## config.mk

```make
export PLATFORM = sky130hd
export DESIGN_NAME = csp_port
export DESIGN_NICKNAME = d
export VERILOG_FILES = /design/src/csp_pkg.sv /design/src/csp_port.sv
export SDC_FILE = /design/constraint.sdc
export NUM_CORES = 1
export LEC_CHECK = 0
export BUFFER_PORTS_ARGS = -buffer_cell sky130_fd_sc_hd__buf_4
export CAP_MARGIN = 10
export CORE_MARGIN = 5
export CORE_UTILIZATION = 55
export CTS_CLUSTER_DIAMETER = 100
export DETAILED_ROUTE_END_ITERATION = 10
export GPL_TIMING_DRIVEN = 0
export HOLD_SLACK_MARGIN = 0.02
export PLACE_DENSITY = 0.73
export SLEW_MARGIN = 20
export SYNTH_ARGS = -nofsm -noshare
export SYNTH_HDL_FRONTEND = slang
export SYNTH_SLANG_ARGS = --single-unit
```

## constraint.sdc

```tcl
create_clock -name i_clock -period 8 [get_ports i_clock]
set_input_delay 1.6 -clock i_clock [delete_from_list [all_inputs] [get_ports i_clock]]
set_output_delay 1.6 -clock i_clock [all_outputs]
set_load 0.01 [all_outputs]
```

## src/csp_pkg.sv

```systemverilog
// csp_pkg: shared constants and types for the configurable serial port
// assumes nothing beyond a SystemVerilog compiler
package csp_pkg;
  localparam int WORD_W = 8;
  localparam int FIFO_DEPTH = 8;
  localparam int PTR_W = 3;
  localparam int CNT_W = 4;
  localparam int SCK_HALF_NS = 100;
  localparam int CLK_NS = 20;
  localparam int SCK_HALF_CYC = (SCK_HALF_NS + CLK_NS - 1) / CLK_NS;
  localparam logic [7:0] SCK_HALF_LAST = 8'(SCK_HALF_CYC - 1);
  localparam logic [CNT_W-1:0] BITS_LAST = 4'h7;
  localparam logic [WORD_W-1:0] WORD_RST = 8'h00;
  typedef enum logic [1:0] {CSP_IDLE, CSP_LEAD, CSP_TRAIL} csp_state_t;
endpackage

```

## src/csp_port.sv

```systemverilog
// csp_port: spi master/slave port with transmit and receive fifos
// assumes synchronous inputs; slave clock slower than a quarter of i_clock
// Function
// RQ1: select lines driven in master mode, sampled in slave mode, polarity programmable.
// RQ2: master shifts out on master-out; slave receives from it.
// RQ3: master captures master-in; slave drives it with transmit data.
// RQ4: serial clock generated in master mode, taken as input in slave mode.
// RQ5: data-ready input used for flow control only in master mode.
// RQ6: burst start triggered by data-ready edge or level, selectable.
// RQ7: with flow control enabled, master waits until slave reports ready.
// RQ8: separate transmit and receive fifos; master or slave selectable.
// RQ9: two select lines; only the programmed one asserted during a burst.
// RQ10: transmit fifo empty ends burst: clock stops, select released after word.
`timescale 1ns/1ps
`default_nettype none
module csp_port (
  input wire logic i_clock,
  input wire logic i_nrst,
  input wire logic i_enable,
  input wire logic i_master_mode,
  input wire logic i_select_idx,
  input wire logic [1:0] i_select_act_high,
  input wire logic i_flow_en,
  input wire logic i_trig_level,
  input wire logic [7:0] i_tx_data,
  input wire logic i_tx_valid,
  output logic o_tx_ready,
  output logic [7:0] o_rx_data,
  output logic o_rx_valid,
  input wire logic i_rx_ready,
  input wire logic [1:0] i_slave_select_in,
  output logic [1:0] o_slave_select_out,
  output logic [1:0] o_slave_select_oe_n,
  input wire logic i_master_out_line_in,
  output logic o_master_out_line_out,
  output logic o_master_out_line_oe_n,
  input wire logic i_master_in_line_in,
  output logic o_master_in_line_out,
  output logic o_master_in_line_oe_n,
  input wire logic i_serial_clock_line_in,
  output logic o_serial_clock_line_out,
  output logic o_serial_clock_line_oe_n,
  input wire logic i_slave_data_ready,
  output logic o_busy
);
  localparam int W = csp_pkg::WORD_W;
  localparam int D = csp_pkg::FIFO_DEPTH;
  localparam int P = csp_pkg::PTR_W;

  function automatic logic [P:0] ptr_inc(input logic [P:0] p);
    ptr_inc = p + 1'b1;
  endfunction
  function automatic logic is_full(input logic [P:0] w, input logic [P:0] r);
    is_full = (w[P] != r[P]) && (w[P-1:0] == r[P-1:0]);
  endfunction

  // fifo storage [RQ8]
  logic [W-1:0] txm_q [D];
  logic [W-1:0] rxm_q [D];
  logic [P:0] txw_q, txw_d, txr_q, txr_d, rxw_q, rxw_d, rxr_q, rxr_d;
  logic tx_push, tx_pop, rx_push, rx_pop, tx_empty, rx_empty;
  logic [W-1:0] rx_word;

  csp_pkg::csp_state_t st_q, st_d;
  logic [W-1:0] sh_q, sh_d;
  logic [csp_pkg::CNT_W-1:0] bit_q, bit_d;
  logic [7:0] div_q, div_d;
  logic sck_q, sck_d, act_q, act_d, rdy_q, rdy_d, arm_q, arm_d;
  logic ssel_q, ssel_d, sckin_q, sckin_d, mo_q, mo_d, mi_q, mi_d;
  logic [1:0] sso_q, sso_d, ssoe_q, ssoe_d;
  logic moo_q, moo_d, mooe_q, mooe_d, mio_q, mio_d, mioe_q, mioe_d, scko_q, scko_d, sckoe_q, sckoe_d;
  logic txrdy_q, txrdy_d, rxv_q, rxv_d, busy_q, busy_d;
  logic [W-1:0] rxd_q, rxd_d;
  logic start_ok, sel_in_act, s_rise, s_fall, rdy_rise, pre_q, pre_d;

  assign tx_empty = (txw_q == txr_q);
  assign rx_empty = (rxw_q == rxr_q);
  assign tx_push = i_tx_valid && txrdy_q && !is_full(txw_q, txr_q);
  assign rx_pop = rxv_q && i_rx_ready;
  // slave select of the chosen line at its programmed level [RQ1]
  assign sel_in_act = (i_slave_select_in[i_select_idx] == i_select_act_high[i_select_idx]);
  assign s_rise = !sckin_q && i_serial_clock_line_in;
  assign s_fall = sckin_q && !i_serial_clock_line_in;
  assign rdy_rise = i_slave_data_ready && !rdy_q;
  // edge or level trigger on data-ready, master only [RQ5] [RQ6] [RQ7]
  assign start_ok = !i_flow_en || (i_trig_level ? i_slave_data_ready : (arm_q || rdy_rise));

  always_comb begin
    st_d = st_q;
    sh_d = sh_q;
    bit_d = bit_q;
    div_d = div_q;
    sck_d = sck_q;
    act_d = act_q;
    tx_pop = 1'b0;
    rx_push = 1'b0;
    rx_word = sh_q;
    rdy_d = i_slave_data_ready;
    arm_d = arm_q || rdy_rise;
    pre_d = pre_q;
    ssel_d = sel_in_act;
    sckin_d = i_serial_clock_line_in;
    mo_d = mo_q;
    mi_d = mi_q;
    if (i_master_mode) begin
      pre_d = 1'b0;
      case (st_q)
        csp_pkg::CSP_IDLE: begin
          sck_d = 1'b0;
          act_d = 1'b0;
          if (!tx_empty && start_ok) begin
            sh_d = txm_q[txr_q[P-1:0]];
            tx_pop = 1'b1;
            // a fresh edge in the start cycle stays armed for the next word only if an earlier edge was already armed
            arm_d = arm_q && rdy_rise;
            act_d = 1'b1; // [RQ9]
            bit_d = '0;
            div_d = '0;
            st_d = csp_pkg::CSP_LEAD;
          end
        end
        csp_pkg::CSP_LEAD: begin
          if (div_q == csp_pkg::SCK_HALF_LAST) begin
            div_d = '0;
            sck_d = 1'b1; // [RQ4]
            mi_d = i_master_in_line_in; // [RQ3]
            st_d = csp_pkg::CSP_TRAIL;
          end else begin
            div_d = div_q + 8'h01;
          end
        end
        csp_pkg::CSP_TRAIL: begin
          if (div_q == csp_pkg::SCK_HALF_LAST) begin
            div_d = '0;
            sck_d = 1'b0;
            sh_d = {sh_q[W-2:0], mi_q}; // [RQ2] [RQ3]
            if (bit_q == csp_pkg::BITS_LAST) begin
              rx_word = {sh_q[W-2:0], mi_q};
              rx_push = !is_full(rxw_q, rxr_q);
              bit_d = '0;
              // empty fifo ends the burst after this word [RQ10]
              if (!tx_empty && start_ok) begin
                sh_d = txm_q[txr_q[P-1:0]];
                tx_pop = 1'b1;
                arm_d = arm_q && rdy_rise;
                st_d = csp_pkg::CSP_LEAD;
              end else begin
                act_d = 1'b0;
                st_d = csp_pkg::CSP_IDLE;
              end
            end else begin
              bit_d = bit_q + 4'h1;
              st_d = csp_pkg::CSP_LEAD;
            end
          end else begin
            div_d = div_q + 8'h01;
          end
        end
        default: st_d = csp_pkg::CSP_IDLE;
      endcase
    end else begin
      // slave: external clock, mode 0, data-ready ignored [RQ4] [RQ5]
      st_d = csp_pkg::CSP_IDLE;
      sck_d = 1'b0;
      act_d = 1'b0;
      arm_d = 1'b0;
      if (!ssel_q) begin
        bit_d = '0;
        // preload one word only, so the fifo is not drained while deselected
        if (!tx_empty && !pre_q) begin
          sh_d = txm_q[txr_q[P-1:0]];
          tx_pop = 1'b1;
          pre_d = 1'b1;
        end
      end else if (s_rise) begin
        mo_d = i_master_out_line_in; // [RQ2]
      end else if (s_fall) begin
        sh_d = {sh_q[W-2:0], mo_q}; // [RQ3]
        if (bit_q == csp_pkg::BITS_LAST) begin
          rx_word = {sh_q[W-2:0], mo_q};
          rx_push = !is_full(rxw_q, rxr_q);
          bit_d = '0;
          pre_d = !tx_empty;
          if (!tx_empty) begin
            sh_d = txm_q[txr_q[P-1:0]];
            tx_pop = 1'b1;
          end
        end else begin
          bit_d = bit_q + 4'h1;
        end
      end
    end
    txw_d = tx_push ? ptr_inc(txw_q) : txw_q;
    txr_d = tx_pop ? ptr_inc(txr_q) : txr_q;
    rxw_d = rx_push ? ptr_inc(rxw_q) : rxw_q;
    rxr_d = rx_pop ? ptr_inc(rxr_q) : rxr_q;
  end

  // pin drivers, oe low means driving [RQ1] [RQ9]
  always_comb begin
    txrdy_d = !is_full(txw_d, txr_d);
    rxv_d = (rxw_d != rxr_d);
    rxd_d = rx_empty ? rxd_q : rxm_q[rxr_d[P-1:0]];
    // new head is the word being written this cycle: bypass the array
    if (rx_push && (rxr_d == rxw_q)) rxd_d = rx_word;
    busy_d = act_d;
    sso_d[0] = (act_d && !i_select_idx) ? i_select_act_high[0] : !i_select_act_high[0];
    sso_d[1] = (act_d && i_select_idx) ? i_select_act_high[1] : !i_select_act_high[1];
    ssoe_d = i_master_mode ? 2'h0 : 2'h3;
    moo_d = sh_d[W-1];
    mooe_d = !i_master_mode;
    mio_d = sh_d[W-1];
    mioe_d = i_master_mode || !ssel_d;
    scko_d = sck_d;
    sckoe_d = !i_master_mode;
  end

  always_ff @(posedge i_clock or negedge i_nrst) begin
    if (!i_nrst) begin
      st_q <= csp_pkg::CSP_IDLE;
      sh_q <= csp_pkg::WORD_RST;
      bit_q <= '0;
      div_q <= '0;
      {sck_q, act_q, rdy_q, arm_q, ssel_q, sckin_q, mo_q, mi_q} <= '0;
      pre_q <= 1'b0;
      {txw_q, txr_q, rxw_q, rxr_q} <= '0;
      sso_q <= 2'h0;
      ssoe_q <= 2'h3;
      {moo_q, mio_q, scko_q, txrdy_q, rxv_q, busy_q} <= '0;
      {mooe_q, mioe_q, sckoe_q} <= 3'h7;
      rxd_q <= csp_pkg::WORD_RST;
    end else if (i_enable) begin
      st_q <= st_d;
      sh_q <= sh_d;
      bit_q <= bit_d;
      div_q <= div_d;
      {sck_q, act_q, rdy_q, arm_q, ssel_q, sckin_q, mo_q, mi_q} <= {sck_d, act_d, rdy_d, arm_d, ssel_d, sckin_d, mo_d, mi_d};
      pre_q <= pre_d;
      {txw_q, txr_q, rxw_q, rxr_q} <= {txw_d, txr_d, rxw_d, rxr_d};
      sso_q <= sso_d;
      ssoe_q <= ssoe_d;
      {moo_q, mio_q, scko_q, txrdy_q, rxv_q, busy_q} <= {moo_d, mio_d, scko_d, txrdy_d, rxv_d, busy_d};
      {mooe_q, mioe_q, sckoe_q} <= {mooe_d, mioe_d, sckoe_d};
      rxd_q <= rxd_d;
    end
  end

  // fifo arrays, no reset needed
  always_ff @(posedge i_clock) begin
    if (i_enable && tx_push) txm_q[txw_q[P-1:0]] <= i_tx_data;
    if (i_enable && rx_push) rxm_q[rxw_q[P-1:0]] <= rx_word;
  end

  assign o_tx_ready = txrdy_q;
  assign o_rx_data = rxd_q;
  assign o_rx_valid = rxv_q;
  assign o_slave_select_out = sso_q;
  assign o_slave_select_oe_n = ssoe_q;
  assign o_master_out_line_out = moo_q;
  assign o_master_out_line_oe_n = mooe_q;
  assign o_master_in_line_out = mio_q;
  assign o_master_in_line_oe_n = mioe_q;
  assign o_serial_clock_line_out = scko_q;
  assign o_serial_clock_line_oe_n = sckoe_q;
  assign o_busy = busy_q;
endmodule
`default_nettype wire

```

Word level (Yosys, flattened, before mapping)
Memory sizes are Yosys's and may differ from the RTL's.
Index checks and enable logic that the tools add are counted.
{"block": "word_totals", "reg_bits": 63, "latchBits": 0, "ramBits": 128, "rom_bits": 0, "in_bits": 25, "n_memories": 2}
{"block": "classes", "add_sub_neg": 6, "n_mul": 0, "div": 0, "n_lt_le_gt_ge": 1, "n_eq_ne": 25, "shift": 0, "mux": 94, "bitwise": 1, "reduce_logical": 47}
{"memory": "rxm_q", "depth": 8, "word_bits": 8, "read_ports": 1, "rd_ports_with_merged_regs": 0, "wr": 1, "line": "csp_port.sv:59", "text": "logic [W-1:0] rxm_q [D];"}
{"memory": "txm_q", "depth": 8, "word_bits": 8, "read_ports": 1, "rd_ports_with_merged_regs": 0, "wr": 1, "line": "csp_port.sv:58", "text": "logic [W-1:0] txm_q [D];"}
{"cell": "$mux 8", "count": 23}
{"cell": "$mux 1", "count": 46}
{"cell": "$mux 4", "count": 11}
{"cell": "$pmux 8 s2", "count": 2}
{"cell": "$add 4x1->4 const B", "count": 5}
{"cell": "$reduce_and 4->1", "count": 5}
{"cell": "$logic_and 1x1->1", "count": 17}
{"cell": "$logic_not 1->1", "count": 14}
{"cell": "$eq 4x4->1", "count": 3}
{"cell": "$mux 2", "count": 6}
{"cell": "$ne 3x3->1 const B", "count": 4}
{"cell": "$eq 3x3->1", "count": 3}
{"cell": "$add 8x1->8 const B", "count": 1}
{"cell": "$eq 8x3->1 const B", "count": 1}
{"cell": "$pmux 4 s2", "count": 1}
{"cell": "$reduce_and 7->1", "count": 1}
{"cell": "$ne 3x2->1 const B", "count": 2}
{"cell": "$pmux 1 s2", "count": 3}
{"cell": "$pmux 2 s3", "count": 1}
{"cell": "$reduce_and 6->1", "count": 1}
{"cell": "$reduce_and 5->1", "count": 1}
{"cell": "$eq 4x3->1 const B", "count": 1}
{"cell": "$ne 4x1->1 const B", "count": 1}
{"cell": "$ne 4x4->1", "count": 1}
{"cell": "other kinds (16)", "count": 20}

Depth between registers and ports, before layout
Gate-level depths: netlist of run 1.
{"block": "logic_depth", "ltp_word": 15, "mapped_depth": 10, "ltp_nobuf": 8}

Worst setup path before layout of run 1
OpenSTA, ideal clock, no wires.
{"block": "synth_timing", "path_type": "input to register", "start": "input i_serial_clock_line_in", "end": "memory rxm_q[0][0] (netlist name) (enable)", "setup_time_ns": 0.383, "arrival_time_ns": 3.440, "required_time_ns": 7.617, "path_slack_ns": 4.177, "stages": 6, "cell_sequence": "nor4bb_1 -> a31oi_1 -> nor3_1 -> nand2_1 -> or2_2 -> nor3_1"}
{"block": "synth_between", "elab_chain_len": 9, "elab_cells_between_ends": 10, "cone_classes": "6 x mux; 4 x reduce/logical"}
{"element": "start, declared", "line": "csp_port.sv:40", "text": "input wire logic i_serial_clock_line_in,"}
{"element": "$logic_not 1->1", "line": "csp_port.sv:83", "text": "assign s_fall = sckin_q && !i_serial_clock_line_in;"}
{"element": "$logic_and 1x1->1", "line": "csp_port.sv:83"}
{"element": "$mux 1", "line": "csp_port.sv:177", "text": "end else if (s_fall) begin"}
{"element": "$mux 1 *", "line": "csp_port.sv:175", "text": "end else if (s_rise) begin"}
{"element": "$mux 1 *", "line": "csp_port.sv:167", "text": "if (!ssel_q) begin"}
{"element": "$mux 1 *", "line": "csp_port.sv:105", "text": "if (i_master_mode) begin"}
{"element": "$logic_and 1x1->1 *", "line": "csp_port.sv:251", "text": "if (i_enable && rx_push) rxm_q[rxw_q[P-1:0]] <= rx_word;"}
{"element": "$mux 1 *", "line": "csp_port.sv:251"}
{"element": "$mux 1 (implied by the code) *", "line": "csp_port.sv:251"}
{"element": "end, declared", "line": "csp_port.sv:59"}
Every way passes the cells marked *; elsewhere a longest branch is shown, timed or not.

Final worst setup path of run 1
{"block": "layout_timing", "start": "input i_master_mode", "end": "memory rxm_q[1][4] (netlist name) (enable)"}
{"block": "layout_between", "elab_chain_len": 4}
{"element": "start, declared", "line": "csp_port.sv:20", "text": "input wire logic i_master_mode,"}
{"element": "$mux 1", "line": "csp_port.sv:105"}
{"element": "$logic_and 1x1->1", "line": "csp_port.sv:251"}
{"element": "$mux 1", "line": "csp_port.sv:251"}
{"element": "$mux 1 (implied by the code)", "line": "csp_port.sv:251"}
Every way passes these cells.

==> results of run 1 <==
## metrics by stage
step	total power [mW]	area, sq um
3_5_place_dp	2.717	9579
6_report	3.528	10150
4_1_cts	3.546	10150
2_1_floorplan	2.336	8919
5_1_grt	3.731	10150
3_3_place_gp	2.662	9519
## critical path, delay by kind of cell
kind                   cells  cell delay (ns)
AOI/OAI and AO/OA          1             0.17
and+or+nand+nor            5             2.20
buffers and inverters      1             0.14
## state kept, by name (all words and copies together) (netlist names), 2 cells and up
name / count
div_q: 8
o_slave_select_out: 2
sh_q: 8
rxw_q: 4
rxm_q: 64
txm_q: 64
txw_q: 4
rxr_q: 4
txr_q: 4
st_q: 2
bit_q: 4
o_rx_data: 8
## cell usage in the layout, fill, tap and decap left out, types with 3 or more instances in the layout
cell	n
a41o_1	3
a211oi_1	7
nor2b_1	5
xnor2_1	25
a21oi_1	10
nor4_1	7
and4_1	3
mux2i_1	27
clkinv_2	4
clkbuf_1	18
a31oi_1	6
nand3_1	19
inv_6	3
ha_1	12
a22o_1	3
clkbuf_16	17
nor3_2	4
nand2b_1	8
buf_4	54
mux2_1	7
nand4_1	4
xor2_1	13
a21o_1	3
inv_1	16
o21ai_0	17
nor2_1	38
clkinv_4	3
mux4_2	26
a22oi_1	5
nor3_1	8
a211o_1	6
and2_1	5
and3_1	8
buf_2	8
o31ai_1	5
nand2_1	58
edfxtp_1	128
dfrtp_1	59
mux2_2	20
## layer usage
layer | share of wire [%] | GRT usage (%) | wire [um] | vias to the layer above
met1 | 41 | 27.30 | 7719 | 2810
met4 | 1.3 | 6.098 | 241 | 0
met2 | 53 | 37.77 | 10070 | 165
li1 | - | - | - | 2587
met3 | 4.6 | 3.433 | 870 | 17
met5 | 0 | 0 | 0 | -
## power breakdown
part	total [mW]	internal, mW	switching (mW)
registers	1.35	1.23	0.118
clock network	0.823	0.463	0.360
logic	1.36	0.622	0.733
total	3.53	2.32	1.21
## final timing paths
kind / startpoint / endpoint / slack (ns) / depth (start not counted)
worst min-delay path: o_master_in_line_oe_n / o_master_in_line_oe_n / 0.50 / 2
worst min register to register: o_master_in_line_oe_n / o_master_in_line_oe_n / 0.50 / 2
max in group asynchronous: i_nrst / txw_q[1] / 6.21 / 1
min in group asynchronous: i_nrst / o_rx_data[6] / 1.25 / 1
worst max-delay path: i_master_mode / rxm_q[1][4] / 3.92 / 7
worst max register to register: div_q[1] / rxm_q[1][4] / 4.52 / 8
## kinds of logic after synthesis
group,Yosys count,synth area share [%]
xor gates and xnor gates,41,4.433
and+or+nand+nor,188,10.62
DFF,189,60.24
AOI/OAI and AO/OA,88,7.464
buffers and inverters,48,2.553
adders and majority gates,12,1.683
muxes,80,13.01
## layout make-up
class / count / area [sq um] / area share (%)
plain buffers: 32 / 167.7 / 1.651
flip-flops and latches: 189 / 5373 / 52.92
inverters: 16 / 60.06 / 0.5916
multi-input cells: 409 / 3348 / 32.98
clock inverters: 13 / 140.1 / 1.380
repair buffers: 48 / 360.3 / 3.549
well taps: 216 / 270.3 / 2.662
clock buffers: 19 / 432.9 / 4.264
==> impl_metrics.tcl, run 1 <==
set metrics [dict create \
    start_util_pct 56.14 \
    antenna_found_initial 0 \
    wl_um 18900 \
    whs_ns 0.4982 \
    hp-class "reg -> reg" \
    post-route-period-util_pct 50.97 \
    fillers 1181 \
    tightest_slew_ns 1.002 \
    grt_pass1_vias 5691 \
    grt_max_degree 62 \
    status "completed" \
    dr.pass1.iters 5 \
    async_reset_ff_share_pct 32.28 \
    place_inst 910 \
    drc_errors 0 \
    finalSetupViolations 0 \
    setup_tns_ns 0 \
    yosys_register_bits 189 \
    wl_per_cell_um 20.07 \
    path_clk_slew_ns 0.07 \
    syn2layout_area_growth_pct 13.83 \
    synth_commonest_cells "edfxtp_1, dfrtp_1, nand2_1" \
    timing.final.ws_setup_ns 3.923 \
    std_cell_rows 46 \
    fin_nets 750 \
    htree_levels 4 \
    synth.most_common_cell "edfxtp_1" \
    synth_warnings 0 \
    slowest_delay_ns 0.71 \
    dp_hpwl_um 13220 \
    finalClockSkew_ns 0.009784 \
    place_congestion 0.8433 \
    power_density_nw_per_um2 347.5 \
    worstSetupEndpointType "flop" \
    max-slew-margin-rel_pct 32.92 \
    maxSlewViolCount 0 \
    pre_cts_ws_ns 3.562 \
    synthTopCellsByArea "edfxtp_1, dfrtp_1, mux4_2" \
    fmax_mhz 245.3 \
    via_per_inst 5.923 \
    dieHeight_um 137.3 \
    fin_util_pct 63.91 \
    cts_setup_buffers 0 \
    diodes 0 \
    cts_resized 0 \
    synth_edf_count 128 \
    worstPathCellList "buf_4, nor4bb_1, a31oi_1, nor3_1, nand2_1, or2_2, nor2_1" \
    port_buffers 44 \
    drv_cap 0 \
    synth_fp_nets 683 \
    synth_top_area_share_pct 43.10 \
    synthFlopType "edfxtp_1" \
    ctsHoldBuffers 0 \
    cts_tree "yes" \
    peakVddDrop_mv 0.2000 \
    synth.cell_area_sq_um 8919 \
    clock_latency_ns 0.42 \
    critPathKind "in -> reg" \
    syn_avg_cell_area_sq_um 13.81 \
    finalHoldViolCount 0 \
    drive_above_1_share_pct 22.31 \
    clock_path_buffers 2 \
    die_width_um 137.3 \
    required_ns 8.04 \
    cp_data_arrival_time_ns 4.12 \
    cts_root_buf "clkbuf_16" \
    yosysSeqAreaShare_pct 60.24 \
    dieArea_sq_um 18860 \
    numCtsBuffers 17 \
    yosysTopAreaCell "edfxtp_1" \
    instances_no_fill 942 \
    min_period_ns 4.077 \
    grt_pass1_wl_um 30360 \
    synth_cell_type_count 71 \
    critPathMaxFanout 8 \
    ios 46 \
    dr.first_iter.drc_count 554 \
    clkSinkCount 189 \
    vias 5579 \
    fp.coreArea_sq_um 15890 \
    netlist_instances 646 \
    power.leakage_nw 3.848 \
    startpoint_type "input pin" \
    rsz0062_at_grt "false" \
    cp_slowest_cell "nor2_1" \
    postRouteAntennaNets 0 \
    overflow 0 \
    track_usage_pct 21.34 \
]
No activity file was read; power rests on OpenSTA's default activity.
==> run 2: changes to the inputs <==
==> constraint.sdc (replaced) <==
create_clock -name i_clock -period 3.78 [get_ports i_clock]
set_input_delay 0.756 -clock i_clock [delete_from_list [all_inputs] [get_ports i_clock]]
set_output_delay 0.756 -clock i_clock [all_outputs]
set_load 0.01 [all_outputs]
==> run 2 against run 1 <==
- count of clock-buffer cells in the layout unchanged
- sequential power increased by 110%
- cell count unchanged
- core utilization about the same
- power increased by 110%
- register-to-register slack got worse by 4.3 ns
- non-clock buffer count unchanged
- combinational power increased by 110%
- worst hold slack got worse by 0.091 ns
- largest cell class unchanged
- highest routed layer unchanged
==> impl_metrics.tcl, run 2 (synthesis gave the netlist of run 1 again) <==
set metrics [dict create \
    status "completed" \
    tightest_slew_ns 1.015 \
    seqCellArea_sq_um 5373 \
    peakVddDrop_mv 0.4247 \
    drc_errors 0 \
    max-slew-margin-rel_pct 32.10 \
    via_per_inst 5.944 \
    place_congestion 0.8433 \
    fmax_mhz 281.6 \
    maxSlewViolCount 0 \
    syn2layout_area_growth_pct 13.89 \
    finalClockSkew_ns 0.01233 \
    r2r_setup_slack_ns 0.23 \
    clock_path_buffers 2 \
    dieArea_sq_um 18860 \
    drv_cap 0 \
    std_cell_rows 46 \
    hp-class "in -> async" \
    multi_input_area_sq_um 3353 \
    finalHoldViolCount 0 \
    fin_util_pct 63.94 \
    cts_setup_buffers 0 \
    cts_resized 0 \
    antenna_found_initial 0 \
    min_period_ns 3.551 \
    power.leakage_nw 3.848 \
    layout_commonest_cell "edfxtp_1" \
    start_util_pct 56.14 \
    numCtsBuffers 17 \
    p_total_mw 7.473 \
    worstSetupEndpointType "flop" \
    die_width_um 137.3 \
    grt_pass1_wl_um 30360 \
    critPathMaxFanout 8 \
    track_usage_pct 21.34 \
    fin_nets 750 \
    path_clk_slew_ns 0.07 \
    overflow 0 \
    post-route-period-util_pct 93.95 \
    wl_um 18990 \
    vias 5599 \
    power_density_nw_per_um2 735.7 \
    grt_max_degree 62 \
    startpoint_type "flop" \
    critPathKind "reg -> reg" \
    cts_tree "yes" \
    dp_hpwl_um 13220 \
    ctsHoldBuffers 0 \
    htree_levels 4 \
    clkSinkCount 189 \
    wl_per_cell_um 20.16 \
    postRouteAntennaNets 0 \
    dr.pass1.iters 5 \
    clock_latency_ns 0.42 \
    cp_data_arrival_time_ns 3.59 \
    dr.first_iter.drc_count 493 \
    whs_ns 0.4068 \
    required_ns 3.82 \
    worstPathCellList "inv_1, ha_1, nor4b_1, a31oi_1, nor3_1, nand2_1, or2_2, nor2_1" \
    dieHeight_um 137.3 \
    ios 46 \
    slowest_delay_ns 0.70 \
    fp.coreArea_sq_um 15890 \
    rsz0062_at_grt "false" \
    diodes 0 \
    layout_common_cells "edfxtp_1, dfrtp_1, nand2_1, buf_4, nor2_1" \
    drive_above_1_share_pct 22.59 \
    cp_slowest_cell "nor2_1" \
    finalSetupViolations 0 \
    fillers 1185 \
    grt_pass1_vias 5691 \
    cts_root_buf "clkbuf_16" \
    port_buffers 44 \
]
[run 2: changes by cell type in the layout (fill, tap and decap cells not counted)]
cell    change
nor2_2      +2
nor2_1      -2
[run 2: area by class of cell]
| class | instances | area share (%) |
|---|---|---|
| clock inverter | 13 | 1.380 |
| multi-input combinational | 409 | 33.01 |
| buffer | 32 | 1.651 |
| clock buffer | 19 | 4.262 |
| tap | 216 | 2.661 |
| timing repair buffer | 48 | 3.548 |
| sequential | 189 | 52.89 |
| inverter | 16 | 0.5913 |
[run 2: path summary, 6_finish.rpt]
kind,depth (start not counted),end,from
hold reg to reg,2,o_master_in_line_oe_n,o_master_in_line_oe_n
hold / removal,1,o_rx_data[6],i_nrst
setup / recovery,8,rxm_q[3][3],div_q[1]
min in group i_clock,2,o_master_in_line_oe_n,o_master_in_line_oe_n
max in group asynchronous,1,txw_q[1],i_nrst
setup reg to reg,8,rxm_q[3][3],div_q[1]
[run 2: through the flow]
stage	cell area [sq um]	setup TNS (ns)	setup WS (ns)	instances
2_1_floorplan	8919	0	0.8007	646
3_5_place_dp	9579	0	0.1858	910
6_report	10160	0	0.2286	942
5_1_grt	10160	0	0.02030	942
3_3_place_gp	9519	-0.9951	-0.1250	906
4_1_cts	10150	0	0.2251	942
[run 2: critical path, delay by kind of cell (launching register included)]
kind                     cells  cell delay (ns)
buffers and inverters        1             0.09
adder cells (fa/ha/maj)      1             0.17
flip-flops                   1             0.40
AO/OA/AOI/OAI                1             0.26
AND/OR/NAND/NOR              5             2.24
[run 2: power by group]
part,internal [mW],switching [mW],total (mW)
Sequential,2.61,0.248,2.85
Clock,0.979,0.762,1.74
Combinational,1.32,1.56,2.88
[run 2: routing by layer]
metal,GRT usage (%),wire length (um),vias up
li1,-,-,2587
met2,37.77,10060,148
met5,0,0,-
met1,27.30,7834,2841
met4,6.098,293,0
met3,3.433,803,23
